--- src/verilog/chsc_pkg.sv ---
// package: shared constants and types for the card host signal control ends
package chsc_pkg;

	// ----------------------------------------
	// widths
	// ----------------------------------------
	localparam int DATA_W      = 16;
	localparam int ADDR_W      = 11;

	// ----------------------------------------
	// timing
	// ----------------------------------------
	localparam int CLK_PERIOD_NS = 8;
	// card busy time after reset, in ns
	localparam int INIT_TIME_NS  = 2000;
	localparam int INIT_CYCLES   = (INIT_TIME_NS + CLK_PERIOD_NS - 1) / CLK_PERIOD_NS;
	localparam int INIT_CNT_W    = 9;
	// host strobe low time, in ns
	localparam int STROBE_TIME_NS = 80;
	localparam int STROBE_CYCLES  = (STROBE_TIME_NS + CLK_PERIOD_NS - 1) / CLK_PERIOD_NS;
	localparam int STB_CNT_W      = 5;
	// pulse mode interrupt width, in ns
	localparam int IRQ_PULSE_NS     = 40;
	localparam int IRQ_PULSE_CYCLES = (IRQ_PULSE_NS + CLK_PERIOD_NS - 1) / CLK_PERIOD_NS;
	localparam int IRQ_CNT_W        = 4;

	// ----------------------------------------
	// modes
	// ----------------------------------------
	localparam logic [1:0] MODE_MEM  = 2'h0;
	localparam logic [1:0] MODE_IO   = 2'h1;
	localparam logic [1:0] MODE_TASK = 2'h2;

	// ----------------------------------------
	// reset values
	// ----------------------------------------
	localparam logic [DATA_W-1:0] DATA_RST = 16'h0000;

	// ----------------------------------------
	// host sequencer states
	// ----------------------------------------
	typedef enum logic [4:0] {
		H_IDLE  = 5'b00001,
		H_WRITE = 5'b00010,
		H_READ  = 5'b00100,
		H_DMA   = 5'b01000,
		H_UDMA  = 5'b10000
	} chsc_host_state_t;

endpackage : chsc_pkg

--- src/verilog/chsc_if.sv ---
// interface: control pins between the card end and the host end
`timescale 1ns/1ps
interface chsc_if;
	import chsc_pkg::*;

	logic              io_write_strobe_n;
	logic              output_enable_strobe_n;
	logic              attribute_space_select_n;
	logic              ide_mode_select_n;
	logic              burst_stop;
	logic              dma_acknowledge;
	logic              reset_pin;
	logic [ADDR_W-1:0] addr;
	logic [DATA_W-1:0] host_data;
	logic [DATA_W-1:0] card_data;
	logic              card_data_oe_n;
	logic              ready;
	logic              io_interrupt_request_n;
	logic              ide_interrupt_line;
	logic              dma_request;

	modport card (
		input  io_write_strobe_n, output_enable_strobe_n, attribute_space_select_n,
		input  ide_mode_select_n, burst_stop, dma_acknowledge, reset_pin, addr, host_data,
		output card_data, card_data_oe_n, ready, io_interrupt_request_n,
		output ide_interrupt_line, dma_request
	);
	modport host (
		output io_write_strobe_n, output_enable_strobe_n, attribute_space_select_n,
		output ide_mode_select_n, burst_stop, dma_acknowledge, reset_pin, addr, host_data,
		input  card_data, card_data_oe_n, ready, io_interrupt_request_n,
		input  ide_interrupt_line, dma_request
	);
endinterface : chsc_if

--- src/verilog/chsc_card.sv ---
// module: card end of the host control signals
//
// Operation
// - io mode latches data on write strobe
// - capture on rising trailing strobe edge
// - memory mode ignores write strobe
// - host negates write strobe before ultra dma
// - burst stop ends ultra dma burst
// - memory mode output enable drives read data
// - io mode output enable reads config only
// - host grounds mode select for task mode
// - ready high when idle, low busy
// - ready low until reset sequence done
// - host waits for ready before access
// - stuck reset pin at power-on not disabled; enable arms on the first clock, so a stuck pin still resets
// - io interrupt pulse or level low
// - task mode interrupt active high
// - space select high common, low attribute
// - memory udma keeps space select negated
// - io write cycles drive space select low
// - io udma keeps space select asserted
// - acknowledge only answers request, starts dma
// - task mode ignores acknowledge when idle
// - request held until acknowledge, reasserted later
// - dma keeps space select negated except io udma, 16-bit
`timescale 1ns/1ps
module chsc_card
	import chsc_pkg::*;
(
	input  wire logic              REF_CLK,
	input  wire logic              RST_N,
	chsc_if.card                   LINK,
	input  wire logic              IO_CONFIGURED,
	input  wire logic              UDMA_ACTIVE,
	input  wire logic              IRQ_LEVEL_MODE,
	input  wire logic              IRQ_EVENT,
	input  wire logic              DMA_PENDING,
	input  wire logic              BUSY,
	input  wire logic [DATA_W-1:0] READ_DATA,
	input  wire logic [DATA_W-1:0] CONFIG_DATA,
	output logic      [DATA_W-1:0] WRITE_DATA,
	output logic      [ADDR_W-1:0] WRITE_ADDR,
	output logic                   WRITE_VALID,
	output logic                   ATTR_ACCESS,
	output logic                   BURST_END,
	output logic                   DMA_START,
	output logic      [1:0]        MODE
);

	// ----------------------------------------
	// synchronisers
	// ----------------------------------------
	logic [1:0] sync_io_write_strobe;
	logic [1:0] sync_oe;
	logic [1:0] sync_stop;
	logic [1:0] sync_ack;
	logic [1:0] sync_rst;
	logic       io_write_strobe_q;
	logic       stop_q;
	logic       ack_q;
	logic       irq_ev_q;

	always_ff @(posedge REF_CLK or negedge RST_N) begin
		if (!RST_N) begin
			sync_io_write_strobe <= 2'h3;
			sync_oe   <= 2'h3;
			sync_stop <= 2'h0;
			sync_ack  <= 2'h0;
			sync_rst  <= 2'h0;
		end else begin
			sync_io_write_strobe <= {sync_io_write_strobe[0], LINK.io_write_strobe_n};
			sync_oe   <= {sync_oe[0], LINK.output_enable_strobe_n};
			sync_stop <= {sync_stop[0], LINK.burst_stop};
			sync_ack  <= {sync_ack[0], LINK.dma_acknowledge};
			sync_rst  <= {sync_rst[0], LINK.reset_pin};
		end
	end

	always_ff @(posedge REF_CLK or negedge RST_N) begin
		if (!RST_N) begin
			io_write_strobe_q   <= 1'b1;
			stop_q   <= 1'b0;
			ack_q    <= 1'b0;
			irq_ev_q <= 1'b0;
		end else begin
			io_write_strobe_q   <= sync_io_write_strobe[1];
			stop_q   <= sync_stop[1];
			ack_q    <= sync_ack[1];
			irq_ev_q <= IRQ_EVENT;
		end
	end

	// ----------------------------------------
	// mode decode
	// ----------------------------------------
	logic [1:0] next_mode;

	always_comb begin
		if (!LINK.ide_mode_select_n)
			next_mode = MODE_TASK;
		else if (IO_CONFIGURED)
			next_mode = MODE_IO;
		else
			next_mode = MODE_MEM;
	end

	always_ff @(posedge REF_CLK or negedge RST_N) begin
		if (!RST_N)
			MODE <= MODE_MEM;
		else
			MODE <= next_mode;
	end

	// ----------------------------------------
	// reset pin and ready
	// ----------------------------------------
	logic                  pin_rst_enabled;
	logic                  pin_rst;
	logic [INIT_CNT_W-1:0] init_cnt;

	// reset pin enable arms on the first clock (sync_rst resets low), so a pin stuck from power-on still resets
	always_ff @(posedge REF_CLK or negedge RST_N) begin
		if (!RST_N) begin
			pin_rst_enabled <= 1'b0;
		end else if (!sync_rst[1]) begin
			pin_rst_enabled <= 1'b1;
		end
	end

	assign pin_rst = pin_rst_enabled && sync_rst[1];

	always_ff @(posedge REF_CLK or negedge RST_N) begin
		if (!RST_N)
			init_cnt <= INIT_CNT_W'(INIT_CYCLES);
		else if (pin_rst)
			init_cnt <= INIT_CNT_W'(INIT_CYCLES);
		else if (init_cnt != '0)
			init_cnt <= init_cnt - 1'b1;
	end

	always_ff @(posedge REF_CLK or negedge RST_N) begin
		if (!RST_N)
			LINK.ready <= 1'b0;
		else
			LINK.ready <= (init_cnt == '0) && !pin_rst && !BUSY;
	end

	// ----------------------------------------
	// write strobe capture
	// ----------------------------------------
	logic io_write_strobe_rise;
	logic write_allowed;

	assign io_write_strobe_rise     = sync_io_write_strobe[1] && !io_write_strobe_q;
	assign write_allowed = (MODE != MODE_MEM) && !UDMA_ACTIVE && LINK.ready;

	always_ff @(posedge REF_CLK or negedge RST_N) begin
		if (!RST_N) begin
			WRITE_DATA  <= DATA_RST;
			WRITE_ADDR  <= '0;
			WRITE_VALID <= 1'b0;
		end else begin
			WRITE_VALID <= 1'b0;
			if (io_write_strobe_rise && write_allowed) begin
				WRITE_DATA  <= LINK.host_data;
				WRITE_ADDR  <= LINK.addr;
				WRITE_VALID <= 1'b1;
			end
		end
	end

	// ----------------------------------------
	// read data drive
	// ----------------------------------------
	always_ff @(posedge REF_CLK or negedge RST_N) begin
		if (!RST_N) begin
			LINK.card_data     <= DATA_RST;
			LINK.card_data_oe_n <= 1'b1;
			ATTR_ACCESS        <= 1'b0;
		end else if (!sync_oe[1] && MODE == MODE_MEM) begin
			ATTR_ACCESS        <= !LINK.attribute_space_select_n;
			LINK.card_data     <= LINK.attribute_space_select_n ? READ_DATA : CONFIG_DATA;
			LINK.card_data_oe_n <= 1'b0;
		end else if (!sync_oe[1] && MODE == MODE_IO) begin
			ATTR_ACCESS        <= 1'b1;
			LINK.card_data     <= CONFIG_DATA;
			LINK.card_data_oe_n <= 1'b0;
		end else begin
			LINK.card_data_oe_n <= 1'b1;
		end
	end

	// ----------------------------------------
	// interrupts
	// ----------------------------------------
	logic [IRQ_CNT_W-1:0] irq_cnt;

	always_ff @(posedge REF_CLK or negedge RST_N) begin
		if (!RST_N)
			irq_cnt <= '0;
		else if (IRQ_EVENT && !irq_ev_q && !IRQ_LEVEL_MODE)
			irq_cnt <= IRQ_CNT_W'(IRQ_PULSE_CYCLES);
		else if (irq_cnt != '0)
			irq_cnt <= irq_cnt - 1'b1;
	end

	always_ff @(posedge REF_CLK or negedge RST_N) begin
		if (!RST_N)
			LINK.io_interrupt_request_n <= 1'b1;
		else if (MODE == MODE_IO)
			LINK.io_interrupt_request_n <= IRQ_LEVEL_MODE ? !IRQ_EVENT : (irq_cnt == '0);
		else
			LINK.io_interrupt_request_n <= 1'b1;
	end

	always_ff @(posedge REF_CLK or negedge RST_N) begin
		if (!RST_N)
			LINK.ide_interrupt_line <= 1'b0;
		else
			LINK.ide_interrupt_line <= (MODE == MODE_TASK) && IRQ_EVENT;
	end

	// ----------------------------------------
	// dma handshake and burst stop
	// ----------------------------------------
	logic dma_req;
	logic dma_active;

	always_ff @(posedge REF_CLK or negedge RST_N) begin
		if (!RST_N)
			dma_req <= 1'b0;
		else if (dma_req && sync_ack[1])
			dma_req <= 1'b0;
		else if (!dma_req && !sync_ack[1] && DMA_PENDING && LINK.ready)
			dma_req <= 1'b1;
	end

	assign LINK.dma_request = dma_req;

	always_ff @(posedge REF_CLK or negedge RST_N) begin
		if (!RST_N) begin
			dma_active <= 1'b0;
			DMA_START  <= 1'b0;
		end else begin
			DMA_START <= dma_req && sync_ack[1] && !ack_q;
			if (dma_req && sync_ack[1] && !ack_q)
				dma_active <= 1'b1;
			else if (!sync_ack[1])
				dma_active <= 1'b0;
		end
	end

	always_ff @(posedge REF_CLK or negedge RST_N) begin
		if (!RST_N)
			BURST_END <= 1'b0;
		else
			BURST_END <= UDMA_ACTIVE && dma_active && sync_stop[1] && !stop_q;
	end

endmodule : chsc_card

--- src/flat_wrapper.sv ---
// flat-port wrapper written by rule: the top's interface ports become plain ports
module chsc_card_flat import chsc_pkg::*;
  (REF_CLK, RST_N, IO_CONFIGURED, UDMA_ACTIVE, IRQ_LEVEL_MODE, IRQ_EVENT, DMA_PENDING, BUSY, READ_DATA, CONFIG_DATA, WRITE_DATA, WRITE_ADDR, WRITE_VALID, ATTR_ACCESS, BURST_END, DMA_START, MODE, LINK_io_write_strobe_n, LINK_output_enable_strobe_n, LINK_attribute_space_select_n, LINK_ide_mode_select_n, LINK_burst_stop, LINK_dma_acknowledge, LINK_reset_pin, LINK_addr, LINK_host_data, LINK_card_data, LINK_card_data_oe_n, LINK_ready, LINK_io_interrupt_request_n, LINK_ide_interrupt_line, LINK_dma_request);
  chsc_if LINK_i ();
  input  wire logic REF_CLK;
  input  wire logic RST_N;
  input  wire logic IO_CONFIGURED;
  input  wire logic UDMA_ACTIVE;
  input  wire logic IRQ_LEVEL_MODE;
  input  wire logic IRQ_EVENT;
  input  wire logic DMA_PENDING;
  input  wire logic BUSY;
  input  wire logic [DATA_W-1:0] READ_DATA;
  input  wire logic [DATA_W-1:0] CONFIG_DATA;
  output logic      [DATA_W-1:0] WRITE_DATA;
  output logic      [ADDR_W-1:0] WRITE_ADDR;
  output logic WRITE_VALID;
  output logic ATTR_ACCESS;
  output logic BURST_END;
  output logic DMA_START;
  output logic      [1:0] MODE;
  input wire logic [$bits(LINK_i.io_write_strobe_n)-1:0] LINK_io_write_strobe_n;
  input wire logic [$bits(LINK_i.output_enable_strobe_n)-1:0] LINK_output_enable_strobe_n;
  input wire logic [$bits(LINK_i.attribute_space_select_n)-1:0] LINK_attribute_space_select_n;
  input wire logic [$bits(LINK_i.ide_mode_select_n)-1:0] LINK_ide_mode_select_n;
  input wire logic [$bits(LINK_i.burst_stop)-1:0] LINK_burst_stop;
  input wire logic [$bits(LINK_i.dma_acknowledge)-1:0] LINK_dma_acknowledge;
  input wire logic [$bits(LINK_i.reset_pin)-1:0] LINK_reset_pin;
  input wire logic [$bits(LINK_i.addr)-1:0] LINK_addr;
  input wire logic [$bits(LINK_i.host_data)-1:0] LINK_host_data;
  output wire logic [$bits(LINK_i.card_data)-1:0] LINK_card_data;
  output wire logic [$bits(LINK_i.card_data_oe_n)-1:0] LINK_card_data_oe_n;
  output wire logic [$bits(LINK_i.ready)-1:0] LINK_ready;
  output wire logic [$bits(LINK_i.io_interrupt_request_n)-1:0] LINK_io_interrupt_request_n;
  output wire logic [$bits(LINK_i.ide_interrupt_line)-1:0] LINK_ide_interrupt_line;
  output wire logic [$bits(LINK_i.dma_request)-1:0] LINK_dma_request;
  assign LINK_i.io_write_strobe_n = LINK_io_write_strobe_n;
  assign LINK_i.output_enable_strobe_n = LINK_output_enable_strobe_n;
  assign LINK_i.attribute_space_select_n = LINK_attribute_space_select_n;
  assign LINK_i.ide_mode_select_n = LINK_ide_mode_select_n;
  assign LINK_i.burst_stop = LINK_burst_stop;
  assign LINK_i.dma_acknowledge = LINK_dma_acknowledge;
  assign LINK_i.reset_pin = LINK_reset_pin;
  assign LINK_i.addr = LINK_addr;
  assign LINK_i.host_data = LINK_host_data;
  assign LINK_card_data = LINK_i.card_data;
  assign LINK_card_data_oe_n = LINK_i.card_data_oe_n;
  assign LINK_ready = LINK_i.ready;
  assign LINK_io_interrupt_request_n = LINK_i.io_interrupt_request_n;
  assign LINK_ide_interrupt_line = LINK_i.ide_interrupt_line;
  assign LINK_dma_request = LINK_i.dma_request;
  chsc_card u_core (.REF_CLK(REF_CLK), .RST_N(RST_N), .LINK(LINK_i), .IO_CONFIGURED(IO_CONFIGURED), .UDMA_ACTIVE(UDMA_ACTIVE), .IRQ_LEVEL_MODE(IRQ_LEVEL_MODE), .IRQ_EVENT(IRQ_EVENT), .DMA_PENDING(DMA_PENDING), .BUSY(BUSY), .READ_DATA(READ_DATA), .CONFIG_DATA(CONFIG_DATA), .WRITE_DATA(WRITE_DATA), .WRITE_ADDR(WRITE_ADDR), .WRITE_VALID(WRITE_VALID), .ATTR_ACCESS(ATTR_ACCESS), .BURST_END(BURST_END), .DMA_START(DMA_START), .MODE(MODE));
endmodule
--- config.mk ---
export PLATFORM = sky130hd
export DESIGN_NAME = chsc_card_flat
export DESIGN_NICKNAME = d
export VERILOG_FILES = /design/src/verilog/chsc_pkg.sv /design/src/verilog/chsc_if.sv /design/src/verilog/chsc_card.sv /design/src/flat_wrapper.sv
export SDC_FILE = /design/constraint.sdc
export NUM_CORES = 1
export LEC_CHECK = 0
export BUFFER_PORTS_ARGS = -buffer_cell sky130_fd_sc_hd__buf_2
export CAP_MARGIN = 0
export CORE_MARGIN = 2
export CORE_UTILIZATION = 50
export CTS_BUF_LIST = sky130_fd_sc_hd__clkbuf_2 sky130_fd_sc_hd__clkbuf_4 sky130_fd_sc_hd__clkbuf_8
export CTS_CLUSTER_SIZE = 25
export DETAILED_ROUTE_END_ITERATION = 12
export HOLD_SLACK_MARGIN = 0.02
export PLACE_DENSITY = 0.93
export SLEW_MARGIN = 20
export SYNTH_ARGS = -nofsm -noshare
export SYNTH_HDL_FRONTEND = slang
export SYNTH_SLANG_ARGS = --single-unit
--- constraint.sdc ---
create_clock -name REF_CLK -period 2.4 [get_ports REF_CLK]
set_input_delay 0.48 -clock REF_CLK [delete_from_list [all_inputs] [get_ports REF_CLK]]
set_output_delay 0.48 -clock REF_CLK [all_outputs]
set_load 0.03 [all_outputs]
==> results.md <==
* Synthesized flop and latch total at 83
* Standard-cell rows at 29
* Die Ht at 84.40 um
* Buf/Inv on CP at 1
* Net Switching at 0.8470 mW
* Initial core utilization at 51.19%
* Number of global-route vias before repair at 2400
* Clk pin slew, worst setup/hold paths at about 0.080 ns
* I/O Pins at 128
* Synth area leader: dfrtp_1
* Worst r2r src: u_core.init_cnt[0]
* Core box area at 6314 um2
* Post-Place Worst Slack at 0.5716 ns
* HPWL Detailed at 4787 um
* Kind of critical path: reg -> reg
* Final hold vios at 0
* Crit. Startpoint: u_core.init_cnt[0]
* Status: finished clean
* TritonRoute pass-1 iters at 4
* Seq/Total Area, Yosys at 64.77%
* WHS at 0.1519 ns
* Initial antenna violation count at 0
* Levels on crit path at 5
* DRC at 0
* Fillers at about 470
* Register area at 2093 um2
* Share of cells above drive strength 1 at about 50%
* CP top delay family: simple AND/OR/NAND/NOR gates
* GRT Total Usage at 18.90%
* FFs w/ async S/R, synth at 100.0%
* Top_reg_cell synth: dfrtp_1
* Final Cell Area at 4178 um2
* Worst path arrival time at 2.07 ns
* R2R setup slack at 0.60 ns
* Syn. warnings at 0
* Critical path endpoint category: flop
* WP data required at 2.67 ns
* Ant diodes at 0
* Max_slew headroom at 57.91%
* CTS resizes at 0
* Post-route ant nets at 0
* Largest net degree at the start of global routing at 84
* Least-Margin Pin Slew at 0.6256 ns
* Net count, final at 454
* H-tree levels at 3
* Die X at 84.40 um
* Final wirelength at 6619 um
* Fin. max-slew vios at 0
* Worst setup SP type: flop
* Setup ws final at 0.6044 ns
* Slowest-stage cell, CP: or4b_4
* Leak pwr at 2.198 nW
* Reg power frac at between 50% and 60%
* DR vias at 2370
* Sw Share at 27.00%
* Placed Area at 3960 um2
* DR iter-0 viols at 85
* Clk sinks at 83
* Slowest cell delay on critical path at around 0.52 ns
* Worst vdd ir at around 0.53 mV
* Endpoints failing setup at 0
* CTS Buf Count at 9
* Post-CTS Hold Buffers at 0
* Gate power share at 15.9%
* Mapped Nets at 322
* Internal power at 2.290 mW
* Min-delay worst type: in -> async
* Distinct cells, synth at 37
* First-pass GRT wire length at about 11000 um
* Cell Area, Synth at 3232 um2
* Most numerous cell in the Yosys netlist: dfrtp_1
* Minimum clock period at approximately 1.8 ns
* RSZ-0062 raised after global routing: no
* Area of the multi-input gates at 1060 um2
* DR vias/cell at 5.152
* Routed WL per cell at 14.39 um
* TNS Setup at 0 ns
* Pwr Density at 750.8 nW/um2
* Syn_area_per_cell at 13.14 um2
* Placer Congestion at 0.8377
* Max_cap viols at 0
* Max Clock Freq at 556.9 MHz
* Post-synth EDFFs at 0
* Area Overhead vs Synth at 29.27%
* Port Buffers at 127
* Synth top area share at a little over half
* Grt ovf at 0
* Clock Latency Late Sink at 0.35 ns
* CP Max Fanout at 6
* Top post-synthesis cells by area: dfrtp_1, dfstp_2, mux2_2, mux2i_1, o21ai_0
* Die area at roughly 7000 um2
* CTS Root Cell: clkbuf_8
* FF-to-FF End: u_core.init_cnt[6]
* Synth Instances at approximately 250
* Worst-case clock buffer depth at 2
* Synth cell count leaders: dfrtp_1, mux2_2, nand2_1, o21ai_0, mux2i_1
* CTS tree: built
* Postcts setup bufs at 0
* Final Skew at about 0.014 ns
* Worst path cell trace: inv_1 -> ha_1 -> or4b_4 -> or4_1 -> nand3_1
* Clock power frac at between 30% and 40%
* Period utilization at 74.82%
* Worst-case reg-to-reg path depth at 5
* Final core occ at 66.17%
==> sequential cells by signal, indices dropped and copies added (netlist names), 2 cells and up <==
| register | flops |
|---|---|
| u_core.sync_ack | 2 |
| u_core.sync_stop | 2 |
| u_core.WRITE_DATA | 16 |
| u_core.WRITE_ADDR | 11 |
| u_core.LINK.card_data | 16 |
| u_core.MODE | 2 |
| u_core.init_cnt | 9 |
| u_core.sync_io_write_strobe | 2 |
| u_core.sync_oe | 2 |
| u_core.sync_rst | 2 |
| u_core.irq_cnt | 4 |
==> cells in the final DEF, fill, tap and decap left out, types with 3 or more instances in the layout <==
cell type,instances
or4_1,3
o211ai_1,4
dfstp_2,13
buf_4,4
nor4_1,3
mux2i_1,17
nor2_1,9
nand2b_1,4
o21ai_0,21
dfrtp_1,70
inv_1,8
nand2_1,21
nand3_1,5
clkbuf_8,12
mux2_2,27
buf_2,126
==> how the worst max path moves through the flow <==
stage                                       end
final                        u_core.init_cnt[6]
after global routing       u_core.WRITE_DATA[0]
after CTS                    u_core.init_cnt[6]
after detailed placement  u_core.WRITE_DATA[15]
after global placement    u_core.WRITE_DATA[11]
after floorplan            u_core.WRITE_ADDR[0]
==> routing by layer <==
layer	global-route usage [%]	part of all wire [%]
met3	4.130	4.8
met4	7.792	1.3
met1	22.55	40
met2	33.26	54
met5	0	0
==> cells by family (layout without fill, tap and decap cells) <==
kind of cell	Yosys count	after routing	synth area share (%)
flip-flops	83	83	64.77
AO/OA/AOI/OAI	38	38	7.085
AND/OR/NAND/NOR	60	60	9.911
buffers and inverters	18	155	2.516
multiplexers	44	44	14.67
adder cells (fa/ha/maj)	2	2	0.7742
XOR/XNOR	1	1	0.2711
==> layout make-up <==
cell class / count / share of cell area (%)
clock buffer: 13 / 4.133
clock inverter: 3 / 1.078
inverter: 8 / 0.7188
multi-input combinational: 145 / 25.37
sequential: 83 / 50.10
tap: 77 / 2.306
timing repair buffer: 131 / 16.29
==> metrics by stage <==
step	power, mW	instances
finish	3.137	460
floorplan	1.917	246
global route	3.275	460
CTS	3.164	460
detailed placement	2.116	444
global placement	2.085	444
==> power groups by stage <==
stage | clock, mW | sequential (mW) | combinational, mW
after floorplan | 0 | 1.72 | 0.199
after global placement | 0 | 1.61 | 0.477
after detailed placement | 0 | 1.62 | 0.501
after CTS | 1.07 | 1.59 | 0.506
after global routing | 1.12 | 1.61 | 0.549
final | 1.05 | 1.59 | 0.499
==> worst register-to-register path: cells and delay by family, from the launching register on <==
| kind | cells | cell delay [ns] |
|---|---|---|
| buffers and inverters | 1 | 0.09 |
| and+or+nand+nor | 3 | 1.03 |
| adders and majority gates | 1 | 0.20 |
| DFF | 1 | 0.41 |
Power figures use the tool's default switching activity.
